## src/pkg/tmr_map.svh

```systemverilog
/*
 Register offsets, field positions and reset values of the timer control and flag block.
 Included by the package and by the timer module; holds definitions only.
*/
`ifndef TMR_MAP_SVH
`define TMR_MAP_SVH
// ----------------------------------------------------------------
// Register offsets (control B is fixed, the rest are local choices)
// ----------------------------------------------------------------
`define TMR_OFS_CTRL_A    8'h24
`define TMR_OFS_CTRL_B    8'h25
`define TMR_OFS_COUNT     8'h26
`define TMR_OFS_CMP_A     8'h27
`define TMR_OFS_CMP_B     8'h28
`define TMR_OFS_IRQ_MASK  8'h6E
`define TMR_OFS_IRQ_FLAGS 8'h35
// ----------------------------------------------------------------
// Field positions
// ----------------------------------------------------------------
`define TMR_B_FOC_A       7
`define TMR_B_FOC_B       6
`define TMR_B_WGM_HI      3
`define TMR_B_CS_HI       2
`define TMR_A_COM_A_HI    7
`define TMR_A_COM_A_LO    6
`define TMR_A_COM_B_HI    5
`define TMR_A_COM_B_LO    4
`define TMR_A_WGM_HI      1
`define TMR_BIT_CMP_B     2
`define TMR_BIT_CMP_A     1
`define TMR_BIT_OVF       0
// ----------------------------------------------------------------
// Values
// ----------------------------------------------------------------
`define TMR_RESET_BYTE    8'h00
`define TMR_MAX_VALUE     8'hFF
`define TMR_BOTTOM_VALUE  8'h00
`define TMR_CTRL_B_MASK   8'h0F
`define TMR_CTRL_A_MASK   8'hF3
`define TMR_IRQ_MASK_BITS 8'h07
`define TMR_PRESC_WIDTH   10
`define TMR_TAP_DIV8      3
`define TMR_TAP_DIV64     6
`define TMR_TAP_DIV256    8
`define TMR_TAP_DIV1K     10
`endif

```

## src/pkg/tmr_pkg.sv

```systemverilog
/*
 Types of the timer control and flag block.
 Assumes tmr_map.svh is on the include path.
*/
package tmr_pkg;
`include "tmr_map.svh"
   typedef enum logic [2:0] {
      TMR_CS_STOP   = 3'h0,
      TMR_CS_DIV1   = 3'h1,
      TMR_CS_DIV8   = 3'h2,
      TMR_CS_DIV64  = 3'h3,
      TMR_CS_DIV256 = 3'h4,
      TMR_CS_DIV1K  = 3'h5,
      TMR_CS_EXT_FALL = 3'h6,
      TMR_CS_EXT_RISE = 3'h7
   } tmr_clk_sel_type;
   typedef enum logic [2:0] {
      TMR_WGM_NORMAL   = 3'h0,
      TMR_WGM_PC_FF    = 3'h1,
      TMR_WGM_CTC      = 3'h2,
      TMR_WGM_FAST_FF  = 3'h3,
      TMR_WGM_RSV4     = 3'h4,
      TMR_WGM_PC_OCRA  = 3'h5,
      TMR_WGM_RSV6     = 3'h6,
      TMR_WGM_FAST_OCRA = 3'h7
   } tmr_wave_mode_type;
   typedef enum logic [1:0] {
      TMR_COM_OFF    = 2'h0,
      TMR_COM_TOGGLE = 2'h1,
      TMR_COM_CLEAR  = 2'h2,
      TMR_COM_SET    = 2'h3
   } tmr_com_type;
endpackage

```

## src/verilog/tmr_timer0.sv

```systemverilog
/*
 Control and flag part of an 8-bit timer/counter: clock source and prescaler, counter,
 two compare channels, force-compare strobes, interrupt mask and flags, and a
 minimal waveform output per channel. Assumes a CPU-style byte register port
 clocked by core_clk and a CPU that signals vector execution with one-cycle pulses.
*/
`timescale 1ns/1ns
`include "tmr_map.svh"
module tmr_timer0
   import tmr_pkg::*;
#(
   parameter int PRESC_WIDTH = `TMR_PRESC_WIDTH
)(
   input  wire logic       core_clk,
   input  wire logic       nrst,
   input  wire logic [7:0] reg_addr,
   input  wire logic       reg_write,
   input  wire logic       reg_read,
   input  wire logic [7:0] reg_wdata,
   output logic      [7:0] reg_rdata,
   input  wire logic       cpu_global_irq_enable,
   input  wire logic       vector_ack_overflow,
   input  wire logic       vector_ack_compare_a,
   input  wire logic       vector_ack_compare_b,
   input  wire logic       external_count_pin,
   output logic            irq_overflow,
   output logic            irq_compare_a,
   output logic            irq_compare_b,
   output logic            wave_out_a,
   output logic            wave_out_b,
   output logic            wave_out_a_enable,
   output logic            wave_out_b_enable
);
   // ----------------------------------------------------------------
   // Elaboration checks
   // ----------------------------------------------------------------
   if (PRESC_WIDTH < `TMR_PRESC_WIDTH) begin : g_bad_presc
      $error("PRESC_WIDTH too small for divide by 1024");
   end

   // ----------------------------------------------------------------
   // Registers and decode
   // ----------------------------------------------------------------
   logic [7:0]             control_a;
   logic                   waveform_mode_high_bit;
   logic [2:0]             clock_source_select;
   logic [7:0]             timer0_count_value;
   logic [7:0]             timer0_compare_a_value;
   logic [7:0]             timer0_compare_b_value;
   logic [2:0]             timer0_irq_mask;
   logic [2:0]             timer0_irq_flags;
   logic [PRESC_WIDTH-1:0] presc_count;
   logic                   pin_meta;
   logic                   pin_sync;
   logic                   pin_last;
   logic                   tick;
   logic                   block_match;
   logic                   count_down;
   logic                   force_compare_a;
   logic                   force_compare_b;
   logic                   match_a;
   logic                   match_b;
   logic                   overflow_event;
   logic                   is_pwm;
   logic [7:0]             top_value;
   logic [2:0]             next_flags;
   tmr_wave_mode_type      wave_mode;
   tmr_com_type            compare_out_mode_a;
   tmr_com_type            compare_out_mode_b;

   wire wr_ctrl_a = reg_write && (reg_addr == `TMR_OFS_CTRL_A);
   wire wr_ctrl_b = reg_write && (reg_addr == `TMR_OFS_CTRL_B);
   wire wr_count  = reg_write && (reg_addr == `TMR_OFS_COUNT);
   wire wr_cmp_a  = reg_write && (reg_addr == `TMR_OFS_CMP_A);
   wire wr_cmp_b  = reg_write && (reg_addr == `TMR_OFS_CMP_B);
   wire wr_mask   = reg_write && (reg_addr == `TMR_OFS_IRQ_MASK);
   wire wr_flags  = reg_write && (reg_addr == `TMR_OFS_IRQ_FLAGS);

   assign wave_mode = tmr_wave_mode_type'({waveform_mode_high_bit,
                                           control_a[`TMR_A_WGM_HI:0]});
   assign compare_out_mode_a =
      tmr_com_type'(control_a[`TMR_A_COM_A_HI:`TMR_A_COM_A_LO]);
   assign compare_out_mode_b =
      tmr_com_type'(control_a[`TMR_A_COM_B_HI:`TMR_A_COM_B_LO]);
   assign is_pwm = (wave_mode != TMR_WGM_NORMAL) && (wave_mode != TMR_WGM_CTC);

   always_ff @(posedge core_clk or negedge nrst) begin
      if (!nrst) begin
         control_a <= `TMR_RESET_BYTE;
      end else if (wr_ctrl_a) begin
         control_a <= reg_wdata & `TMR_CTRL_A_MASK;
      end
   end

   always_ff @(posedge core_clk or negedge nrst) begin
      if (!nrst) begin
         waveform_mode_high_bit <= 1'b0;
         clock_source_select    <= 3'h0;
      end else if (wr_ctrl_b) begin
         waveform_mode_high_bit <= reg_wdata[`TMR_B_WGM_HI];
         clock_source_select    <= reg_wdata[`TMR_B_CS_HI:0];
      end
   end

   // Strobes exist only for the write cycle, so nothing remains to read back
   assign force_compare_a = wr_ctrl_b && reg_wdata[`TMR_B_FOC_A] && !is_pwm;
   assign force_compare_b = wr_ctrl_b && reg_wdata[`TMR_B_FOC_B] && !is_pwm;

   always_ff @(posedge core_clk or negedge nrst) begin
      if (!nrst) begin
         timer0_compare_a_value <= `TMR_RESET_BYTE;
         timer0_compare_b_value <= `TMR_RESET_BYTE;
         timer0_irq_mask        <= 3'h0;
      end else begin
         if (wr_cmp_a) begin
            timer0_compare_a_value <= reg_wdata;
         end
         if (wr_cmp_b) begin
            timer0_compare_b_value <= reg_wdata;
         end
         if (wr_mask) begin
            timer0_irq_mask <= reg_wdata[`TMR_BIT_CMP_B:0];
         end
      end
   end

   // ----------------------------------------------------------------
   // Clock selection
   // ----------------------------------------------------------------
   // Pin is sampled regardless of its port direction, so software can drive it
   always_ff @(posedge core_clk or negedge nrst) begin
      if (!nrst) begin
         pin_meta <= 1'b0;
         pin_sync <= 1'b0;
         pin_last <= 1'b0;
      end else begin
         pin_meta <= external_count_pin;
         pin_sync <= pin_meta;
         pin_last <= pin_sync;
      end
   end

   always_ff @(posedge core_clk or negedge nrst) begin
      if (!nrst) begin
         presc_count <= '0;
      end else begin
         presc_count <= presc_count + 1'b1;
      end
   end

   always_comb begin
      unique case (tmr_clk_sel_type'(clock_source_select))
         TMR_CS_STOP:     tick = 1'b0;
         TMR_CS_DIV1:     tick = 1'b1;
         TMR_CS_DIV8:     tick = (presc_count[`TMR_TAP_DIV8-1:0] == '1);
         TMR_CS_DIV64:    tick = (presc_count[`TMR_TAP_DIV64-1:0] == '1);
         TMR_CS_DIV256:   tick = (presc_count[`TMR_TAP_DIV256-1:0] == '1);
         TMR_CS_DIV1K:    tick = (presc_count[`TMR_TAP_DIV1K-1:0] == '1);
         TMR_CS_EXT_FALL: tick = pin_last && !pin_sync;
         TMR_CS_EXT_RISE: tick = !pin_last && pin_sync;
      endcase
   end

   // ----------------------------------------------------------------
   // Counter
   // ----------------------------------------------------------------
   always_comb begin
      unique case (wave_mode)
         TMR_WGM_CTC, TMR_WGM_PC_OCRA, TMR_WGM_FAST_OCRA: top_value = timer0_compare_a_value;
         default: top_value = `TMR_MAX_VALUE;
      endcase
   end

   // Compare happens on the tick against the value held in that cycle
   assign match_a = tick && !block_match
                    && (timer0_count_value == timer0_compare_a_value);
   assign match_b = tick && !block_match
                    && (timer0_count_value == timer0_compare_b_value);

   always_comb begin
      unique case (wave_mode)
         TMR_WGM_PC_FF, TMR_WGM_PC_OCRA:
            overflow_event = tick && count_down
                             && (timer0_count_value == `TMR_BOTTOM_VALUE + 8'h01);
         TMR_WGM_FAST_OCRA:
            overflow_event = tick && (timer0_count_value == top_value);
         default:
            overflow_event = tick && (timer0_count_value == `TMR_MAX_VALUE);
      endcase
   end

   always_ff @(posedge core_clk or negedge nrst) begin
      if (!nrst) begin
         timer0_count_value <= `TMR_RESET_BYTE;
         count_down         <= 1'b0;
      end else if (wr_count) begin
         timer0_count_value <= reg_wdata;
      end else if (tick) begin
         unique case (wave_mode)
            TMR_WGM_PC_FF, TMR_WGM_PC_OCRA: begin
               if (!count_down && timer0_count_value >= top_value) begin
                  count_down         <= 1'b1;
                  timer0_count_value <= timer0_count_value - 8'h01;
               end else if (count_down && timer0_count_value == `TMR_BOTTOM_VALUE) begin
                  count_down         <= 1'b0;
                  timer0_count_value <= timer0_count_value + 8'h01;
               end else if (count_down) begin
                  timer0_count_value <= timer0_count_value - 8'h01;
               end else begin
                  timer0_count_value <= timer0_count_value + 8'h01;
               end
            end
            TMR_WGM_CTC, TMR_WGM_FAST_FF, TMR_WGM_FAST_OCRA: begin
               // Only a real match clears in CLEAR_ON_MATCH_MODE; a forced strobe never reaches here
               count_down <= 1'b0;
               if (timer0_count_value == top_value) begin
                  timer0_count_value <= `TMR_BOTTOM_VALUE;
               end else begin
                  timer0_count_value <= timer0_count_value + 8'h01;
               end
            end
            default: begin
               count_down         <= 1'b0;
               timer0_count_value <= timer0_count_value + 8'h01;
            end
         endcase
      end
   end

   // Block covers the first tick after a counter write, however late it comes
   always_ff @(posedge core_clk or negedge nrst) begin
      if (!nrst) begin
         block_match <= 1'b0;
      end else if (wr_count) begin
         block_match <= 1'b1;
      end else if (tick) begin
         block_match <= 1'b0;
      end
   end

   // ----------------------------------------------------------------
   // Flags and requests
   // ----------------------------------------------------------------
   always_comb begin
      next_flags = timer0_irq_flags;
      if (wr_flags) begin
         next_flags = next_flags & ~reg_wdata[`TMR_BIT_CMP_B:0];
      end
      if (vector_ack_overflow) begin
         next_flags[`TMR_BIT_OVF] = 1'b0;
      end
      if (vector_ack_compare_a) begin
         next_flags[`TMR_BIT_CMP_A] = 1'b0;
      end
      if (vector_ack_compare_b) begin
         next_flags[`TMR_BIT_CMP_B] = 1'b0;
      end
      // Hardware set wins over any clear in the same cycle; forced strobes never set
      if (overflow_event) begin
         next_flags[`TMR_BIT_OVF] = 1'b1;
      end
      if (match_a) begin
         next_flags[`TMR_BIT_CMP_A] = 1'b1;
      end
      if (match_b) begin
         next_flags[`TMR_BIT_CMP_B] = 1'b1;
      end
   end

   always_ff @(posedge core_clk or negedge nrst) begin
      if (!nrst) begin
         timer0_irq_flags <= 3'h0;
      end else begin
         timer0_irq_flags <= next_flags;
      end
   end

   assign irq_overflow  = cpu_global_irq_enable && timer0_irq_mask[`TMR_BIT_OVF]
                          && timer0_irq_flags[`TMR_BIT_OVF];
   assign irq_compare_a = cpu_global_irq_enable && timer0_irq_mask[`TMR_BIT_CMP_A]
                          && timer0_irq_flags[`TMR_BIT_CMP_A];
   assign irq_compare_b = cpu_global_irq_enable && timer0_irq_mask[`TMR_BIT_CMP_B]
                          && timer0_irq_flags[`TMR_BIT_CMP_B];

   // ----------------------------------------------------------------
   // Waveform outputs (non-PWM actions only)
   // ----------------------------------------------------------------
   // No PWM waveform shaping is done in this block; here PWM modes hold
   function automatic logic wave_next(input logic cur, input tmr_com_type mode);
      unique case (mode)
         TMR_COM_OFF:    wave_next = cur;
         TMR_COM_TOGGLE: wave_next = !cur;
         TMR_COM_CLEAR:  wave_next = 1'b0;
         TMR_COM_SET:    wave_next = 1'b1;
      endcase
   endfunction

   always_ff @(posedge core_clk or negedge nrst) begin
      if (!nrst) begin
         wave_out_a <= 1'b0;
         wave_out_b <= 1'b0;
      end else if (!is_pwm) begin
         if (match_a || force_compare_a) begin
            wave_out_a <= wave_next(wave_out_a, compare_out_mode_a);
         end
         if (match_b || force_compare_b) begin
            wave_out_b <= wave_next(wave_out_b, compare_out_mode_b);
         end
      end
   end

   assign wave_out_a_enable = (compare_out_mode_a != TMR_COM_OFF);
   assign wave_out_b_enable = (compare_out_mode_b != TMR_COM_OFF);

   // ----------------------------------------------------------------
   // Read data
   // ----------------------------------------------------------------
   always_ff @(posedge core_clk or negedge nrst) begin
      if (!nrst) begin
         reg_rdata <= `TMR_RESET_BYTE;
      end else if (reg_read) begin
         unique case (reg_addr)
            `TMR_OFS_CTRL_A:    reg_rdata <= control_a;
            `TMR_OFS_CTRL_B:    reg_rdata <= {4'h0, waveform_mode_high_bit,
                                              clock_source_select};
            `TMR_OFS_COUNT:     reg_rdata <= timer0_count_value;
            `TMR_OFS_CMP_A:     reg_rdata <= timer0_compare_a_value;
            `TMR_OFS_CMP_B:     reg_rdata <= timer0_compare_b_value;
            `TMR_OFS_IRQ_MASK:  reg_rdata <= {5'h00, timer0_irq_mask};
            `TMR_OFS_IRQ_FLAGS: reg_rdata <= {5'h00, timer0_irq_flags};
            default:            reg_rdata <= `TMR_RESET_BYTE;
         endcase
      end
   end

endmodule // tmr_timer0

```

## config.mk

```make
export PLATFORM = sky130hd
export DESIGN_NAME = tmr_timer0
export DESIGN_NICKNAME = d
export VERILOG_FILES = /design/src/pkg/tmr_pkg.sv /design/src/verilog/tmr_timer0.sv
export VERILOG_INCLUDE_DIRS = /design/src /design/src/pkg
export SDC_FILE = /design/constraint.sdc
export NUM_CORES = 1
export LEC_CHECK = 0
export BUFFER_PORTS_ARGS = -buffer_cell sky130_fd_sc_hd__buf_2
export CAP_MARGIN = 10
export CELL_PAD_IN_SITES_DETAIL_PLACEMENT = 0
export CELL_PAD_IN_SITES_GLOBAL_PLACEMENT = 1
export CORE_MARGIN = 5
export CORE_UTILIZATION = 42
export DETAILED_ROUTE_END_ITERATION = 6
export GPL_ROUTABILITY_DRIVEN = 0
export PLACE_DENSITY_LB_ADDON = 0.1
export SYNTH_ARGS = -nofsm -noshare
export SYNTH_HDL_FRONTEND = slang
export SYNTH_SLANG_ARGS = --single-unit
```

## constraint.sdc

```tcl
create_clock -name core_clk -period 2.8 [get_ports core_clk]
set_input_delay 0.28 -clock core_clk [delete_from_list [all_inputs] [get_ports core_clk]]
set_output_delay 0.28 -clock core_clk [all_outputs]
set_load 0.005 [all_outputs]
```

==> results_dict.tcl <==
set metrics [dict create \
    synth_area_per_cell_um2 9.80 \
    ys.flop_type "dfrtp_1" \
    num_rows 36 \
    final_nets 507 \
    cts.clk_slew.worst_paths_ps 70 \
    clock_sink_count 65 \
    final_common_cell "dfrtp_1" \
    final_cells 607 \
    die_h_um 109 \
    cts_inserted_buffers 9 \
    multi_input_area_mm2 0.00231 \
    critPathArrivalTime_ps 2930 \
    yosysWarnings 0 \
    vias 3409 \
    drt_first_pass_iters 5 \
    critPathKind "flop to flop" \
    yosysSeqAreaShare_pct 39.9 \
    period_share_pct 95.6 \
    layout_common_cells "65 x dfrtp_1, 42 x nand2_1, 39 x buf_2" \
    grtUsageMet1_pct 29.3 \
    postLayoutCoreUtil_pct 49.4 \
    die-area_mm2 0.0118 \
    die_w_um 109 \
    cts_tree "built" \
    max-slew-margin-rel_pct 39.4 \
    synthCells 416 \
    busiest_layer "met2" \
    clk_latency_ps 340 \
    track_usage_pct 20.6 \
    clk_root_buffer_cell "clkbuf_8" \
    ys_types 75 \
    grt_overflow 0 \
    core_area_mm2 0.00964 \
    grt_pass1_vias 3472 \
    max_freq_ghz 0.373 \
    drcViolationCount 0 \
    setup_viol 0 \
    initialDrtViolationCount 267 \
    htree_levels 3 \
    skew_ps 13.0 \
    initial_core_util_pct 42.3 \
    synth-edff-count 0 \
    layout-drive-gt1-share_pct 21.7 \
    tightest_slew_ps 887 \
    portBuffers 39 \
    io_pins 40 \
    synthArstFlopShare_pct 100 \
    cap_violations 0 \
    synth-seq-cells 65 \
    setup.worst_path.start_class "flop" \
    gr-usage-met3_pct 4.78 \
    wirelength_um 11300 \
    drv_slew 0 \
    total_power_mw 2.67 \
    cp_data_required_time_ps 3050 \
    rsz0062_at_grt "true" \
    wl_per_cell_um 18.6 \
    use_met2_pct 31.6 \
    num_antenna_cells 0 \
    ant_nets 0 \
    vias_per_cell 5.62 \
    dp.cells 589 \
    antenna_found_initial 0 \
    crit_fanout 6 \
    hp-class "input pin to flop" \
    syn-cell-area_mm2 0.00408 \
    grt_max_degree 39 \
    outcome "finished, final reports clean" \
    hold_viol 0 \
    synth_fp_nets 454 \
    ir_drop_mv 0.292 \
    powerDensity_mw_per_mm2 561 \
    fillers 969 \
    grt_pass1_wl_um 18600 \
    leakagePower_nw 2.15 \
    min_period_ps 2680 \
    area.sequential_mm2 0.00163 \
    clk_path_buf_depth 2 \
    dp_hpwl_um 8660 \
    end_kind "flop" \
    timing.hold.ws_ps 56.8 \
    syn2layout_area_growth_pct 16.8 \
]
==> synth_stat cells, types with 5 or more instances <==
| cell type | instances | share of area [%] |
|---|---|---|
| nand4_1 | 9 | 1.4 |
| clkbuf_1 | 5 | 0.46 |
| buf_2 | 9 | 1.1 |
| ha_1 | 13 | 4.0 |
| nand2_1 | 42 | 3.9 |
| a21oi_1 | 6 | 0.74 |
| xor2_1 | 6 | 1.3 |
| a21boi_1 | 5 | 0.92 |
| nor2_1 | 29 | 2.7 |
| nand2b_1 | 8 | 1.2 |
| mux2_1 | 25 | 6.9 |
| inv_1 | 18 | 1.7 |
| o21ai_0 | 5 | 0.61 |
| and3_1 | 9 | 1.4 |
| o22ai_1 | 9 | 1.4 |
| a222oi_1 | 5 | 1.2 |
| nor3_1 | 7 | 0.86 |
| nand3_1 | 21 | 2.6 |
| xnor2_1 | 21 | 4.5 |
| dfrtp_1 | 65 | 40 |
==> final cells by class <==
cell class / count / share of cell area [%]
flip-flops and latches: 65 / 34.2
clock inverters: 4 / 1.08
inverters: 18 / 1.42
multi-input cells: 313 / 48.5
well taps: 133 / 3.50
repair buffers: 62 / 8.04
clock buffers: 12 / 3.26
==> report_power, final <==
part / internal (mW) / switching, mW
logic: 0.306 / 0.392
clock network: 0.461 / 0.381
registers: 1.00 / 0.127
total: 1.77 / 0.900
==> worst max-delay path, stage by stage, from the launching register on <==
cell      delay, ps
dfrtp_1         410
nor2_2          130
a21boi_1         80
or2_2           270
ha_1            280
nand2b_1        140
a2111o_1        450
a31o_4          280
a21oi_4         200
a211oi_1        120
o31ai_2         220
==> path summary, 6_finish.rpt <==
kind | from | to | slack, ps | depth (start not counted)
setup / recovery | control_a[0]$_DFFE_PN0P_ | timer0_count_value[1]$_DFFE_PN0P_ | 120 | 10
min in group asynchronous | nrst | count_down$_DFFE_PN0P_ | 510 | 2
max in group asynchronous | nrst | timer0_compare_b_value[5]$_DFFE_PN0P_ | 1650 | 3
setup reg to reg | control_a[0]$_DFFE_PN0P_ | timer0_count_value[1]$_DFFE_PN0P_ | 120 | 10
hold / removal | external_count_pin | pin_meta$_DFF_PN0_ | 60 | 1
hold reg to reg | pin_meta$_DFF_PN0_ | pin_sync$_DFF_PN0_ | 350 | 0
==> timing repair <==
item | 4_1_cts | 5_1_grt
buffers inserted | 0 | 1
hold buffers | 1 | 0
endpoints found under the setup margin | 0 | 6
resized for setup | 0 | 4
endpoints found under the hold margin | 27 | 0
==> kinds of logic (layout without fill, tap and decap cells) <==
family | Yosys count | after routing | synth area share [%]
AO/OA/AOI/OAI | 82 | 82 | 16.2
XOR/XNOR | 27 | 27 | 5.80
adder cells (fa/ha/maj) | 13 | 13 | 3.99
buffers and inverters | 38 | 96 | 4.05
flip-flops | 65 | 65 | 39.9
multiplexers | 30 | 30 | 8.50
AND/OR/NAND/NOR | 161 | 161 | 21.5
==> flip-flops by register name, summed over array words and instances, names as in the netlist <==
register	flops
wave_out_a	1
timer0_irq_flags	3
pin_sync	1
clock_source_select	3
control_a	6
reg_rdata	8
timer0_irq_mask	3
wave_out_b	1
timer0_compare_b_value	8
presc_count	10
block_match	1
timer0_compare_a_value	8
pin_meta	1
timer0_count_value	8
pin_last	1
waveform_mode_high_bit	1
count_down	1
==> layer usage <==
metal	vias up	wire length, um
met2	90	5250
met1	1677	5340
li1	1635	-
met3	7	594
met4	0	97
met5	-	0
==> stage by stage <==
stage | setup slack [ps] | area [um2] | setup TNS (ps)
after floorplan | 0.711 | 4080 | 0
after global placement | 110 | 4510 | 0
after detailed placement | 87.2 | 4510 | 0
after CTS | 69.2 | 4730 | 0
after global routing | -32.2 | 4760 | -44.3
final | 122 | 4760 | 0
(Power assumes the default switching activity.)
